**src/verilog/hwc_pkg.sv**
```systemverilog
// Constants, register map and state layout of the hibernate/watchdog control block.
// Assumes one 100 MHz clock and a plain register port with 8-bit word addresses.
package hwc_pkg;

  // ****************************************************************
  // Clock and timing
  // ****************************************************************
  localparam int unsigned CLK_MHZ          = 100;      // Core clock rate
  localparam int unsigned WDOG_BASE_MS     = 125;      // Shortest watchdog period, 0.125 s
  localparam int unsigned WDOG_BASE_CYCLES = WDOG_BASE_MS * 1000 * CLK_MHZ; // Cycles of it
  localparam logic [2:0]  WDOG_MAX_CODE    = 3'h5;     // Longest legal period code, 4 s

  // ****************************************************************
  // Register map, word addresses on the register port
  // ****************************************************************
  localparam logic [7:0] ADDR_WDOG_CTRL  = 8'h04;      // watchdog_and_system_control
  localparam logic [7:0] ADDR_SLEEP_CTRL = 8'h05;      // sleep_state_control
  localparam logic [7:0] ADDR_KEY        = 8'h10;      // Security key
  localparam logic [7:0] ADDR_IRQ_STAT   = 8'h11;      // Sticky events, write one to clear
  localparam logic [7:0] ADDR_IRQ_MASK   = 8'h12;      // One enables the event
  localparam logic [7:0] ADDR_STATUS     = 8'h13;      // Live state, read only

  // ****************************************************************
  // Field positions
  // ****************************************************************
  localparam int unsigned WD_ACTION_LSB  = 4;          // watchdog_action_select [5:4]
  localparam int unsigned WD_PERIOD_LSB  = 0;          // watchdog_period_select [2:0]
  localparam int unsigned SL_HIBERNATE   = 15;         // Hibernate request
  localparam int unsigned SL_WDOG_EN     = 7;          // sleep_watchdog_enable
  localparam int unsigned SL_FULL_SEQ    = 6;          // sleep_exit_full_sequence
  localparam int unsigned SL_KEEP_REGS   = 5;          // sleep_exit_keep_registers
  localparam int unsigned SL_SYSRST_LVL  = 4;          // sleep_system_reset_level
  localparam int unsigned SL_IRQ_MASK    = 3;          // sleep_interrupt_mask
  localparam int unsigned SL_MEMORY_RESET_OUT_LVL  = 2;          // sleep_memory_reset_level
  localparam int unsigned SL_COMP_EN     = 1;          // sleep_supply_comparator_enable
  localparam int unsigned SL_TEMP_EN     = 0;          // sleep_temperature_monitor_enable
  localparam int unsigned IRQ_EXPIRY     = 0;          // watchdog_expiry_irq
  localparam int unsigned IRQ_RST_WAKE   = 1;          // watchdog_reset_wake_irq

  // ****************************************************************
  // Codes and reset values
  // ****************************************************************
  localparam logic [1:0]  ACT_OFF        = 2'h0;       // Watchdog does nothing
  localparam logic [1:0]  ACT_IRQ        = 2'h1;       // Interrupt only
  localparam logic [1:0]  ACT_RESET      = 2'h2;       // Interrupt and system reset
  localparam logic [1:0]  ACT_TWO_STAGE  = 2'h3;       // Interrupt, then reset
  localparam logic [15:0] UNLOCK_KEY     = 16'h5A3C;   // Arbitrary unlock value
  localparam logic [1:0]  RST_ACTION     = 2'h0;       // Action after any reset
  localparam logic [2:0]  RST_PERIOD     = 3'h4;       // Period code after reset, 2 s
  localparam logic [7:0]  RST_SLEEP_CFG  = 8'h00;      // Low sleep bits after reset
  localparam logic [1:0]  RST_IRQ_MASK   = 2'h0;       // All events masked after reset

  // ****************************************************************
  // Whole state of the block
  // ****************************************************************
  typedef struct packed {
    logic [1:0]  wdogAction;        // Timeout action
    logic [2:0]  wdogPeriod;        // Period code
    logic        hibernate;         // Hibernate selected
    logic [7:0]  sleepCfg;          // Hibernate behaviour bits
    logic        unlocked;          // Security key open
    logic [31:0] timer;             // Down counter to expiry
    logic        stage;             // First two-stage expiry seen
    logic        kaPrev;            // Last keepalive level
    logic [1:0]  irqStatus;         // Sticky events
    logic [1:0]  irqMask;           // Event enables
    logic [15:0] rdData;            // Read answer
    logic        irqOut;            // Interrupt pin level
    logic        sysResetN;         // System reset pin
    logic        memResetN;         // memory_reset_out pin
    logic        compEn;            // Supply comparator enable
    logic        tempEn;            // Temperature monitor enable
    logic        wdogResetPulse;    // Watchdog system reset request
    logic        fullStartupPulse;  // Exit through startup sequence
    logic        regResetPulse;     // Internal register reset
  } hwc_state_s;

endpackage

```
**src/verilog/hwc_hibernate_watchdog.sv**
```systemverilog
// Watchdog timer and hibernate-state control with a plain register port.
// Assumes inputs synchronous to clk; the power state machine sits outside
// and acts on the request pulses; the host kicks the timer in time.
//
// Notes on behaviour
// Action 00 idle; 01 raises expiry interrupt
// Action 10: wake interrupt plus system reset
// Action 11: interrupt first, reset second expiry
// Action and period writable only when unlocked
// Keepalive edge or control write reloads timer
// Period 0.125 s doubling to 4 s
// Hibernate bit selects state, cleared by resets
// Watchdog off in hibernate unless enabled
// Exit takes full startup when selected
// Exit resets registers unless kept
// System reset pin level in hibernate
// Interrupt pin forced quiet in hibernate
// Memory reset pin level in hibernate
// Supply comparator kept in hibernate when set
// Temperature monitor kept in hibernate when set
// Two-stage mode reloads after first expiry
//
// Chosen here: strobed register access.
`timescale 1ns/10ps

module hwc_hibernate_watchdog #(
  parameter int unsigned BASE_PERIOD_CYCLES = hwc_pkg::WDOG_BASE_CYCLES // 0.125 s in cycles
) (
  input  wire logic        clk,               // 100 MHz core clock
  input  wire logic        reset,             // Asynchronous, active high
  input  wire logic [7:0]  addr,              // Register word address
  input  wire logic [15:0] wrData,            // Write data
  input  wire logic        wrEn,              // Write strobe
  input  wire logic        rdEn,              // Read strobe
  output logic      [15:0] rdData,            // Read data, cycle after strobe
  input  wire logic        keepalivePulse,    // Host keepalive_pulse level
  input  wire logic        smReset,           // Reset from the power state machine
  output logic             irqOut,            // Interrupt, active high
  output logic             sysResetOutN,      // System reset pin, active low
  output logic             memoryResetOutN,   // Memory reset pin, active low
  output logic             supplyCompEnable,  // Supply comparator enable
  output logic             tempMonEnable,     // Temperature monitor enable
  output logic             hibernateOut,      // Hibernate state selected
  output logic             wdogResetReq,      // One-cycle system reset request
  output logic             fullStartupReq,    // One-cycle full startup request
  output logic             regResetReq        // One-cycle register reset request
);

  // ****************************************************************
  // Helpers
  // ****************************************************************

  // Reload value: period minus one, so expiry falls a full period later
  function automatic logic [31:0] reloadValue(input logic [2:0] code);
    logic [2:0] clamped;
    clamped = (code > hwc_pkg::WDOG_MAX_CODE) ? hwc_pkg::WDOG_MAX_CODE : code;
    // Reserved codes behave as the longest period, the safer side
    return (32'(BASE_PERIOD_CYCLES) << clamped) - 32'h1;
  endfunction

  // ****************************************************************
  // State
  // ****************************************************************
  hwc_pkg::hwc_state_s s_q;    // Registered state
  hwc_pkg::hwc_state_s s_d;    // Next state
  logic                kick;   // Timer reload event
  logic                wdActive; // Watchdog counting
  logic                expireNow; // Timer runs out this cycle

  // ****************************************************************
  // Next-state logic
  // ****************************************************************

  // All register, watchdog and pin behaviour in one pass
  always_comb begin
    s_d                  = s_q;
    s_d.wdogResetPulse   = 1'b0;
    s_d.fullStartupPulse = 1'b0;
    s_d.regResetPulse    = 1'b0;
    s_d.kaPrev           = keepalivePulse;
    // Either keepalive edge, or any control write even when locked
    kick = (keepalivePulse != s_q.kaPrev)
        || (wrEn && addr == hwc_pkg::ADDR_WDOG_CTRL);
    // Hibernate stops the watchdog unless it is kept running
    wdActive = (s_q.wdogAction != hwc_pkg::ACT_OFF)
        && (!s_q.hibernate || s_q.sleepCfg[hwc_pkg::SL_WDOG_EN]);
    // A kick in the same cycle rescues the host
    expireNow = wdActive && (s_q.timer == 32'h0) && !kick;

    // Register writes
    if (wrEn) begin
      case (addr)
        hwc_pkg::ADDR_WDOG_CTRL: begin
          // Locked writes only kick the timer
          if (s_q.unlocked) begin
            s_d.wdogAction = wrData[hwc_pkg::WD_ACTION_LSB +: 2];
            s_d.wdogPeriod = wrData[hwc_pkg::WD_PERIOD_LSB +: 3];
          end
        end
        hwc_pkg::ADDR_SLEEP_CTRL: begin
          s_d.hibernate = wrData[hwc_pkg::SL_HIBERNATE];
          s_d.sleepCfg  = wrData[7:0];
        end
        hwc_pkg::ADDR_KEY: begin
          // Any other value locks again
          s_d.unlocked = (wrData == hwc_pkg::UNLOCK_KEY);
        end
        hwc_pkg::ADDR_IRQ_STAT: begin
          // Clear first; events below win over it
          s_d.irqStatus = s_q.irqStatus & ~wrData[1:0];
        end
        hwc_pkg::ADDR_IRQ_MASK: begin
          s_d.irqMask = wrData[1:0];
        end
        default: begin
          // Unmapped or read-only: ignored
        end
      endcase
    end

    // Watchdog timer
    if (kick) begin
      // Reload with the period being written, if any
      s_d.timer = reloadValue(s_d.wdogPeriod);
      s_d.stage = 1'b0;
    end else if (!wdActive) begin
      // Parked full, so enabling starts a fresh period
      s_d.timer = reloadValue(s_q.wdogPeriod);
      s_d.stage = 1'b0;
    end else if (expireNow) begin
      // Every action restarts the period
      s_d.timer = reloadValue(s_q.wdogPeriod);
      case (s_q.wdogAction)
        hwc_pkg::ACT_IRQ: begin
          s_d.irqStatus[hwc_pkg::IRQ_EXPIRY] = 1'b1;
        end
        hwc_pkg::ACT_RESET: begin
          s_d.irqStatus[hwc_pkg::IRQ_RST_WAKE] = 1'b1;
          s_d.wdogResetPulse                   = 1'b1;
        end
        hwc_pkg::ACT_TWO_STAGE: begin
          if (s_q.stage) begin
            s_d.irqStatus[hwc_pkg::IRQ_RST_WAKE] = 1'b1;
            s_d.wdogResetPulse                   = 1'b1;
            s_d.stage                            = 1'b0;
          end else begin
            s_d.irqStatus[hwc_pkg::IRQ_EXPIRY] = 1'b1;
            s_d.stage                          = 1'b1;
          end
        end
        default: begin
          // Off: unreachable while active
        end
      endcase
    end else begin
      s_d.timer = s_q.timer - 32'h1;
    end

    // Any system reset returns action and state to defaults
    if (smReset || s_d.wdogResetPulse) begin
      s_d.wdogAction = hwc_pkg::RST_ACTION;
      s_d.hibernate  = 1'b0;
      s_d.stage      = 1'b0;
    end

    // Leaving hibernate: tell the state machine which way to go
    if (s_q.hibernate && !s_d.hibernate) begin
      s_d.fullStartupPulse = s_q.sleepCfg[hwc_pkg::SL_FULL_SEQ];
      s_d.regResetPulse    = !s_q.sleepCfg[hwc_pkg::SL_KEEP_REGS];
    end

    // Pins follow the next state so they change with it
    s_d.irqOut = |(s_d.irqStatus & s_d.irqMask)
        && !(s_d.hibernate && s_d.sleepCfg[hwc_pkg::SL_IRQ_MASK]);
    s_d.sysResetN = !(s_d.wdogResetPulse
        || (s_d.hibernate && !s_d.sleepCfg[hwc_pkg::SL_SYSRST_LVL]));
    s_d.memResetN = !(s_d.hibernate && !s_d.sleepCfg[hwc_pkg::SL_MEMORY_RESET_OUT_LVL]);
    s_d.compEn = !s_d.hibernate || s_d.sleepCfg[hwc_pkg::SL_COMP_EN];
    s_d.tempEn = !s_d.hibernate || s_d.sleepCfg[hwc_pkg::SL_TEMP_EN];

    // Read answer, valid only in the cycle after the strobe
    s_d.rdData = 16'h0000;
    if (rdEn) begin
      case (addr)
        hwc_pkg::ADDR_WDOG_CTRL: begin
          s_d.rdData[hwc_pkg::WD_ACTION_LSB +: 2] = s_q.wdogAction;
          s_d.rdData[hwc_pkg::WD_PERIOD_LSB +: 3] = s_q.wdogPeriod;
        end
        hwc_pkg::ADDR_SLEEP_CTRL: begin
          s_d.rdData[hwc_pkg::SL_HIBERNATE] = s_q.hibernate;
          s_d.rdData[7:0]                   = s_q.sleepCfg;
        end
        hwc_pkg::ADDR_KEY: begin
          s_d.rdData[0] = s_q.unlocked;
        end
        hwc_pkg::ADDR_IRQ_STAT: begin
          s_d.rdData[1:0] = s_q.irqStatus;
        end
        hwc_pkg::ADDR_IRQ_MASK: begin
          s_d.rdData[1:0] = s_q.irqMask;
        end
        hwc_pkg::ADDR_STATUS: begin
          s_d.rdData[2:0] = {s_q.hibernate, s_q.stage, wdActive};
        end
        default: begin
          // Unmapped reads return zero
        end
      endcase
    end
  end

  // ****************************************************************
  // State register
  // ****************************************************************

  // Reset puts every field at its default
  always_ff @(posedge clk or posedge reset) begin
    if (reset) begin
      s_q                  <= '0;
      s_q.wdogAction       <= hwc_pkg::RST_ACTION;
      s_q.wdogPeriod       <= hwc_pkg::RST_PERIOD;
      s_q.sleepCfg         <= hwc_pkg::RST_SLEEP_CFG;
      s_q.irqMask          <= hwc_pkg::RST_IRQ_MASK;
      s_q.timer            <= 32'((BASE_PERIOD_CYCLES << hwc_pkg::RST_PERIOD) - 1);
      s_q.sysResetN        <= 1'b1;
      s_q.memResetN        <= 1'b1;
      s_q.compEn           <= 1'b1;
      s_q.tempEn           <= 1'b1;
    end else begin
      s_q <= s_d;
    end
  end

  // Ports straight from the state flops
  assign rdData           = s_q.rdData;
  assign irqOut           = s_q.irqOut;
  assign sysResetOutN     = s_q.sysResetN;
  assign memoryResetOutN  = s_q.memResetN;
  assign supplyCompEnable = s_q.compEn;
  assign tempMonEnable    = s_q.tempEn;
  assign hibernateOut     = s_q.hibernate;
  assign wdogResetReq     = s_q.wdogResetPulse;
  assign fullStartupReq   = s_q.fullStartupPulse;
  assign regResetReq      = s_q.regResetPulse;
endmodule

```
**config.mk**
```make
export PLATFORM = sky130hd
export DESIGN_NAME = hwc_hibernate_watchdog
export DESIGN_NICKNAME = d
export VERILOG_FILES = /design/src/verilog/hwc_pkg.sv /design/src/verilog/hwc_hibernate_watchdog.sv
export SDC_FILE = /design/constraint.sdc
export NUM_CORES = 1
export LEC_CHECK = 0
export BUFFER_PORTS_ARGS = -buffer_cell sky130_fd_sc_hd__buf_4
export CELL_PAD_IN_SITES_DETAIL_PLACEMENT = 0
export CELL_PAD_IN_SITES_GLOBAL_PLACEMENT = 1
export CORE_MARGIN = 2
export CORE_UTILIZATION = 30
export DETAILED_ROUTE_END_ITERATION = 8
export PLACE_DENSITY_LB_ADDON = 0.1
export SLEW_MARGIN = 0
export SYNTH_ARGS = -nofsm -noshare
export SYNTH_HDL_FRONTEND = slang
export SYNTH_SLANG_ARGS = --single-unit
```
**constraint.sdc**
```tcl
create_clock -name clk -period 3.2 [get_ports clk]
set_input_delay 0.48 -clock clk [delete_from_list [all_inputs] [get_ports clk]]
set_output_delay 0.48 -clock clk [all_outputs]
set_load 0.1 [all_outputs]
```
After elaboration in Yosys (flattened, before gate mapping):

Index checks and enable logic that the tools add are counted.

* bitwise operators: 3
* add/subtract/negate cells: 3
* $lt $le $gt $ge: 2
* shifts and indexed selects: 2
* equality and inequality tests: 13
* muxes and demuxes: 41
* reductions and logical operators: 34

Operators with widths (number)
* $sub A32 B1 Y32 const B: 3
* $mux W33: 2
* $shl A24 B3 Y32 const A: 2
* $eq A8 B5 Y1 const B: 4
* $logic_not A32 Y1: 1
* $mux W32: 1
* $eq A16 B15 Y1 const B: 1
* $eq A8 B3 Y1 const B: 2
* $mux W2: 8
* $mux W1: 15
* $mux W15: 1
* $mux W5: 2
* $logic_and A1 B1 Y1: 9
* $logic_not A1 Y1: 9
* $mux W9: 1
* $mux W8: 1
* $ne A4 B2 Y1 const B: 2
* $reduce_bool A2 Y1: 4
* $gt A3 B3 Y1 const B: 2
* $logic_or A1 B1 Y1: 6
* $mux W3: 2
* $pmux W1 S2: 3
* $pmux W1 S6: 1
* $reduce_and A2 Y1: 3
* other kinds (11): 13

* bits in registers: 70

Depth between registers and ports, before layout:

Gate-level depths: netlist of the first run.

* depth after elaboration: 13
* depth in mapped cells: 10
* depth with buffers taken out: 7

Least setup slack after synthesis of the first run:

Ideal clock, no wire load.

* kind: input to register
* from: in addr[3]
* to: reg s_q[41] (netlist bit)
* library setup time: 0.065 ns
* setup slack: 0.629 ns
* data arrival time: 2.505 ns
* stages: 9
* buffers on the path: 2
* cells stage by stage: nor4_1 > and3_1 > clkbuf_1 > buf_2 > mux2i_1 > nand2b_1 > ha_1 > a2111oi_0 > a211o_1

RTL lines
* start: declaration: line hwc_hibernate_watchdog.sv:31 `input wire logic [7:0] addr,`
* end: declaration: line hwc_hibernate_watchdog.sv:64 `hwc_pkg::hwc_state_s s_q;`

==> impl_metrics.tcl, run 1 <==
set metrics [dict create \
    ff_latch_area_mm2 0.00178 \
    powerDensity_mw_per_mm2 427 \
    worst_path_most_repeated_cell "sky130_fd_sc_hd__buf_4" \
    post_synthesis_cell_count 435 \
    detail_placement_hpwl_um 9330 \
    rsz_0062_raised_after_global_routing "no" \
    cts.htree.levels 3 \
    most_used_cells_in_the_layout_excluding_fill_and_tap_cells "sky130_fd_sc_hd__buf_4, sky130_fd_sc_hd__dfrtp_1, sky130_fd_sc_hd__nand2_1" \
    route.detailed.vias_per_inst 5.29 \
    core-area_mm2 0.0138 \
    total_grt_usage 0.180 \
    synth.ff_latch_count 70 \
    share_of_flip_flops_with_an_asynchronous_set_or_reset 1.00 \
    portBuffers 47 \
    clockRootBuffer "sky130_fd_sc_hd__clkbuf_16" \
    grt_antenna_before_repair 0 \
    post_cts_resize_count 0 \
    cp.buffers_inverters 2 \
    postSynthAreaPerCell_um2 9.76 \
    drcViolationCount 0 \
    floorplan.die_area_mm2 0.0151 \
    total_power_w 0.00215 \
    cts_post_setup_buffers_inserted 0 \
    nFillCells 1420 \
    routed-via-count 3505 \
    cts_hold_buf 0 \
    synthToLayoutAreaGrowth_pct 18.8 \
    routedWlPerCell_um 19.2 \
    synth_edf_count 0 \
    worstSkewPairLatency_ns 0.34 \
    vdd.ir_drop.worst_mv 0.333 \
    io-pin-count 55 \
    path_max_fanout 15 \
    tritoncts_num_sinks 70 \
    timing.reg2reg.setup_slack_ns 0.65 \
    finalMaxSlewViolations 0 \
    die_width_um 123 \
    worst_setup_path_start_kind "primary input" \
    place_congestion 0.755 \
    grt_pass1_wl_um 20400 \
    cts_max_path_buffers 2 \
    worst_path_largest_cell_delay_ns 0.73 \
    detailedRoute.firstPassIterationCount 4 \
    finalSetupViolCount 0 \
    synth_ff_type "sky130_fd_sc_hd__dfrtp_1" \
    initial_core_utilization 0.307 \
    cp-end-kind "flop" \
    chipHeight_um 123 \
    tightest_slew_ns 0.770 \
    final_net_count 510 \
    placement_rows 43 \
    global_route.overflow_total 0 \
    setup.worst_path.class "primary input to flop" \
    maxCapViolCount 0 \
    critPathArrivalTime_ns 3.06 \
    data_required_time_at_the_worst_endpoint_ns 3.48 \
    clock.fmax_mhz 360 \
    tritoncts.num_buffers 9 \
    layout_setup_ws_ns 0.424 \
    cp_cell_sequence "buf_4, or4_1, o31a_1, buf_4, a211oi_1, a211o_1" \
    clock_skew_ns 0.00612 \
    cts_tree "built" \
    antennaDiodeCount 0 \
    placement.setup.worst_slack_ns 0.124 \
    multi_input_area_mm2 0.00223 \
    worst_path_max_delay_cell "sky130_fd_sc_hd__or4_1" \
    detail_route.wirelength_um 12700 \
    stdcell_area_mm2 0.00504 \
    drt-initial-drc-count 271 \
    fin_crit_sh 0.868 \
    placement.cell_area_mm2 0.00475 \
    critical-path-top-delay-family "compound AO/OA/AOI/OAI gates" \
    fin_setup_tns_ns 0 \
    final_hold_violations 0 \
    grt_max_degree 37 \
    remaining_antenna_violation_count 0 \
    first_global_vias 3511 \
    clk_transition_reported_paths_ns 0.07 \
    leakage_nw 2.14 \
    ratio_of_cells_with_drive_above_1_in_the_final_layout 0.278 \
    final.hold.worst_slack_ns 0.140 \
    synth_sequential_area_ratio 0.420 \
    yosysWarnings 0 \
    synth.distinct_cells 67 \
    syn_area_mm2 0.00424 \
    run_status "completed" \
    worst_hold_path_type "primary input to async pin" \
    layout.cells.most_common "sky130_fd_sc_hd__buf_4" \
    final.min_clock_period_ns 2.78 \
    slew_headroom 0.483 \
]
[kinds of logic (layout without fill, tap and decap cells)]
logic type,Yosys count,count (layout),share of synthesized area
muxes,27,27,0.0675
and+or+nand+nor,181,181,0.247
buffers and inverters,47,88,0.0601
DFF,70,70,0.420
other,1,7,0.000884
AOI/OAI and AO/OA,82,82,0.146
xor gates and xnor gates,23,23,0.0475
adders and majority gates,4,4,0.0112
[Yosys cell counts, types with 10 or more instances]
cell / n / area share
sky130_fd_sc_hd__nand2_1: 32 / 0.028
sky130_fd_sc_hd__nor2_1: 29 / 0.026
sky130_fd_sc_hd__or4_1: 10 / 0.018
sky130_fd_sc_hd__nor3_1: 16 / 0.019
sky130_fd_sc_hd__clkbuf_1: 13 / 0.011
sky130_fd_sc_hd__dfrtp_1: 45 / 0.27
sky130_fd_sc_hd__o21ai_0: 11 / 0.013
sky130_fd_sc_hd__mux2i_1: 14 / 0.033
sky130_fd_sc_hd__nor4_1: 16 / 0.024
sky130_fd_sc_hd__dfstp_2: 25 / 0.15
sky130_fd_sc_hd__xor2_1: 11 / 0.023
sky130_fd_sc_hd__mux2_2: 13 / 0.034
sky130_fd_sc_hd__a21oi_1: 10 / 0.012
sky130_fd_sc_hd__inv_1: 10 / 0.0088
sky130_fd_sc_hd__xnor2_1: 12 / 0.025
sky130_fd_sc_hd__nand3_1: 11 / 0.013
sky130_fd_sc_hd__buf_4: 17 / 0.030
[final timing paths]
path,startpoint,cells after the start,to
setup / recovery,addr[3],6,s_q[44]
hold / removal,reset,2,s_q[41]
setup reg to reg,s_q[30],9,s_q[44]
hold reg to reg,s_q[68],1,regResetReq
max in group asynchronous,reset,3,s_q[51]
min in group clk,keepalivePulse,1,s_q[28]
[stage by stage]
stage / instances / utilization
floorplan: 441 / -
global route: 662 / 0.365
detailed placement: 646 / 0.344
CTS: 662 / 0.365
finish: 662 / 0.365
global placement: 646 / 0.344
[routing by layer]
layer,vias to the layer above,GRT usage,share of wire
met5,-,0,0
met4,0,0.0474,0.011
met3,10,0.0420,0.050
met2,86,0.282,0.46
met1,1719,0.250,0.48
li1,1690,-,-
[flip-flops by register name (all words and copies together) (netlist names)]
signal / cells
memoryResetOutN: 1
regResetReq: 1
fullStartupReq: 1
rdData: 9
sysResetOutN: 1
s_q: 52
supplyCompEnable: 1
tempMonEnable: 1
irqOut: 1
wdogResetReq: 1
hibernateOut: 1
[final cells by class]
class                      instances  share of cell area
sequential                        70               0.354
inverter                          10             0.00744
multi-input combinational        324               0.442
timing repair buffer              62              0.0948
clock inverter                     7              0.0129
clock buffer                       9              0.0447
tap                              180              0.0447
[power breakdown]
part | total [W] | internal (W) | switching, W
combinational | 0.000220 | 0.0000739 | 0.000146
sequential | 0.000933 | 0.000913 | 0.0000202
clock | 0.00100 | 0.000544 | 0.000457
Note: power is estimated with default switching activity, not from simulation.
==> run 2: changes to the inputs <==
CORE_UTILIZATION = 36   (was 30)
==> run 2 against run 1 <==
Against the previous run: worst setup slack better by 0.24 ns; critical path type unchanged; die area is 16% lower; hold slack improved by 0.12 ns; power rose by 2.0%; combinational power shrank 2%; largest power group unchanged; non-clock buffer count rose by 2; utilization increased by 7.4 points; clock-buffer cell count is 1 higher.
==> impl_metrics.tcl, run 2 (synthesized netlist as in run 1, its figures left out) <==
set metrics [dict create \
    final_hold_violations 0 \
    worstHoldStart "keepalivePulse" \
    routedWlPerCell_um 19.2 \
    layout.cells.most_common "sky130_fd_sc_hd__buf_4" \
    powerDensity_mw_per_mm2 437 \
    finalMaxSlewViolations 0 \
    grt_antenna_before_repair 0 \
    tritoncts.num_buffers 9 \
    cts_tree "built" \
    final_net_count 512 \
    routed-via-count 3512 \
    p_int_w 0.00162 \
    detailedRoute.firstPassIterationCount 4 \
    placement.cell_area_mm2 0.00472 \
    cts.htree.levels 3 \
    power_switching_w 0.000581 \
    cts_hold_buf 0 \
    grt_pass1_wl_um 19800 \
    vdd.ir_drop.worst_mv 0.263 \
    global_route.overflow_total 0 \
    worst_path_max_delay_cell "sky130_fd_sc_hd__or4_1" \
    timing.reg2reg.setup_slack_ns 0.72 \
    critical-path-top-delay-family "compound AO/OA/AOI/OAI gates" \
    worst_path_largest_cell_delay_ns 0.71 \
    most_used_cells_in_the_layout_excluding_fill_and_tap_cells "sky130_fd_sc_hd__buf_4, sky130_fd_sc_hd__dfrtp_1, sky130_fd_sc_hd__nand2_1" \
    sw_frac_of_total 0.265 \
    r2r-start "s_q[30]" \
    largest_register_ff_count 52 \
    post_cts_resize_count 0 \
    remaining_antenna_violation_count 0 \
    rsz_0062_raised_after_global_routing "no" \
    cts_max_path_buffers 2 \
    clock_skew_ns 0.00802 \
    clk_transition_reported_paths_ns 0.06 \
    critPathArrivalTime_ns 2.83 \
    tritoncts_num_sinks 70 \
    tightest_slew_ns 0.859 \
    first_global_vias 3636 \
    core-area_mm2 0.0115 \
    final.min_clock_period_ns 2.54 \
    dp.cells 611 \
    worst_setup_path_start_kind "primary input" \
    worst_path_most_repeated_cell "sky130_fd_sc_hd__buf_4" \
    maxCapViolCount 0 \
    die_width_um 113 \
    grt_max_degree 39 \
    data_required_time_at_the_worst_endpoint_ns 3.50 \
    instances_no_fill 627 \
    antennaDiodeCount 0 \
    initial_core_utilization 0.370 \
    finalSetupViolCount 0 \
    ratio_of_cells_with_drive_above_1_in_the_final_layout 0.281 \
    share_comb_of_total_power 0.098 \
    cp-end-kind "flop" \
    setup.worst_path.class "primary input to flop" \
    portBuffers 47 \
    worstSkewPairLatency_ns 0.35 \
    worstHoldPathCells 1 \
    max_flop_register "s_q" \
    fin_setup_tns_ns 0 \
    clock.fmax_mhz 394 \
    clkPwrFrac 0.477 \
    placement.setup.worst_slack_ns 0.261 \
    slew_headroom 0.423 \
    leakage_nw 2.16 \
    path_max_fanout 24 \
    cp.buffers_inverters 2 \
    fin_crit_sh 0.792 \
    run_status "completed" \
    final.hold.worst_slack_ns 0.260 \
    nFillCells 1103 \
    drcViolationCount 0 \
    io-pin-count 55 \
    pwr-share-seq 0.425 \
    detail_route.wirelength_um 12100 \
    stdcell_area_mm2 0.00503 \
    hold_end "s_q[28]" \
    worst_hold_path_type "primary input to flop" \
    floorplan.die_area_mm2 0.0127 \
    placement_rows 39 \
    critical_path.reg2reg.endpoint "s_q[55]" \
    clockRootBuffer "sky130_fd_sc_hd__clkbuf_16" \
    layout_setup_ws_ns 0.665 \
    total_grt_usage 0.203 \
    place_congestion 0.759 \
    drt-initial-drc-count 200 \
    cts_post_setup_buffers_inserted 0 \
    register_to_register_path_depth 8 \
    route.detailed.vias_per_inst 5.60 \
    synthToLayoutAreaGrowth_pct 18.5 \
    cp_cell_sequence "buf_4, or4_1, o31a_1, buf_4, a211oi_1, a211o_1" \
    detail_placement_hpwl_um 8860 \
    chipHeight_um 113 \
]
-- run 2: area by class of cell --
class                   instances  area [um^2]  area share
multi-input cells             324         2230       0.443
flip-flops and latches         70         1780       0.354
inverters                      10         37.5     0.00746
repair buffers                 64          493      0.0980
clock buffers                  10          239      0.0475
clock inverters                 6         70.1      0.0139
well taps                     143          179      0.0356
-- run 2: metrics by stage --
stage,utilization,power [W]
2_1_floorplan,-,0.00109
4_1_cts,0.439,0.00223
6_report,0.439,0.00220
3_5_place_dp,0.412,0.00117
5_1_grt,0.439,0.00229
3_3_place_gp,0.412,0.00116
-- run 2: worst max path at each step --
stage / from / end / cells past startpoint / slack, ns
finish: addr[3] / s_q[44] / 6 / 0.66
global route: s_q[30] / s_q[55] / 8 / 0.51
CTS: addr[3] / s_q[44] / 6 / 0.63
detailed placement: addr[3] / s_q[44] / 6 / 0.26
global placement: addr[3] / s_q[44] / 6 / 0.23
floorplan: addr[3] / s_q[41] / 9 / 0.63
-- run 2: per-layer routing --
metal,share of wire,track usage
met1,0.44,0.257
met2,0.49,0.337
met3,0.039,0.0448
met4,0.029,0.0772
met5,0,0
-- run 2: power groups by stage --
stage	combinational (W)	clock [W]	sequential, W
floorplan	0.000150	0	0.000943
global placement	0.000216	0	0.000948
detailed placement	0.000217	0	0.000948
CTS	0.000217	0.00108	0.000933
global route	0.000235	0.00111	0.000937
finish	0.000215	0.00105	0.000934
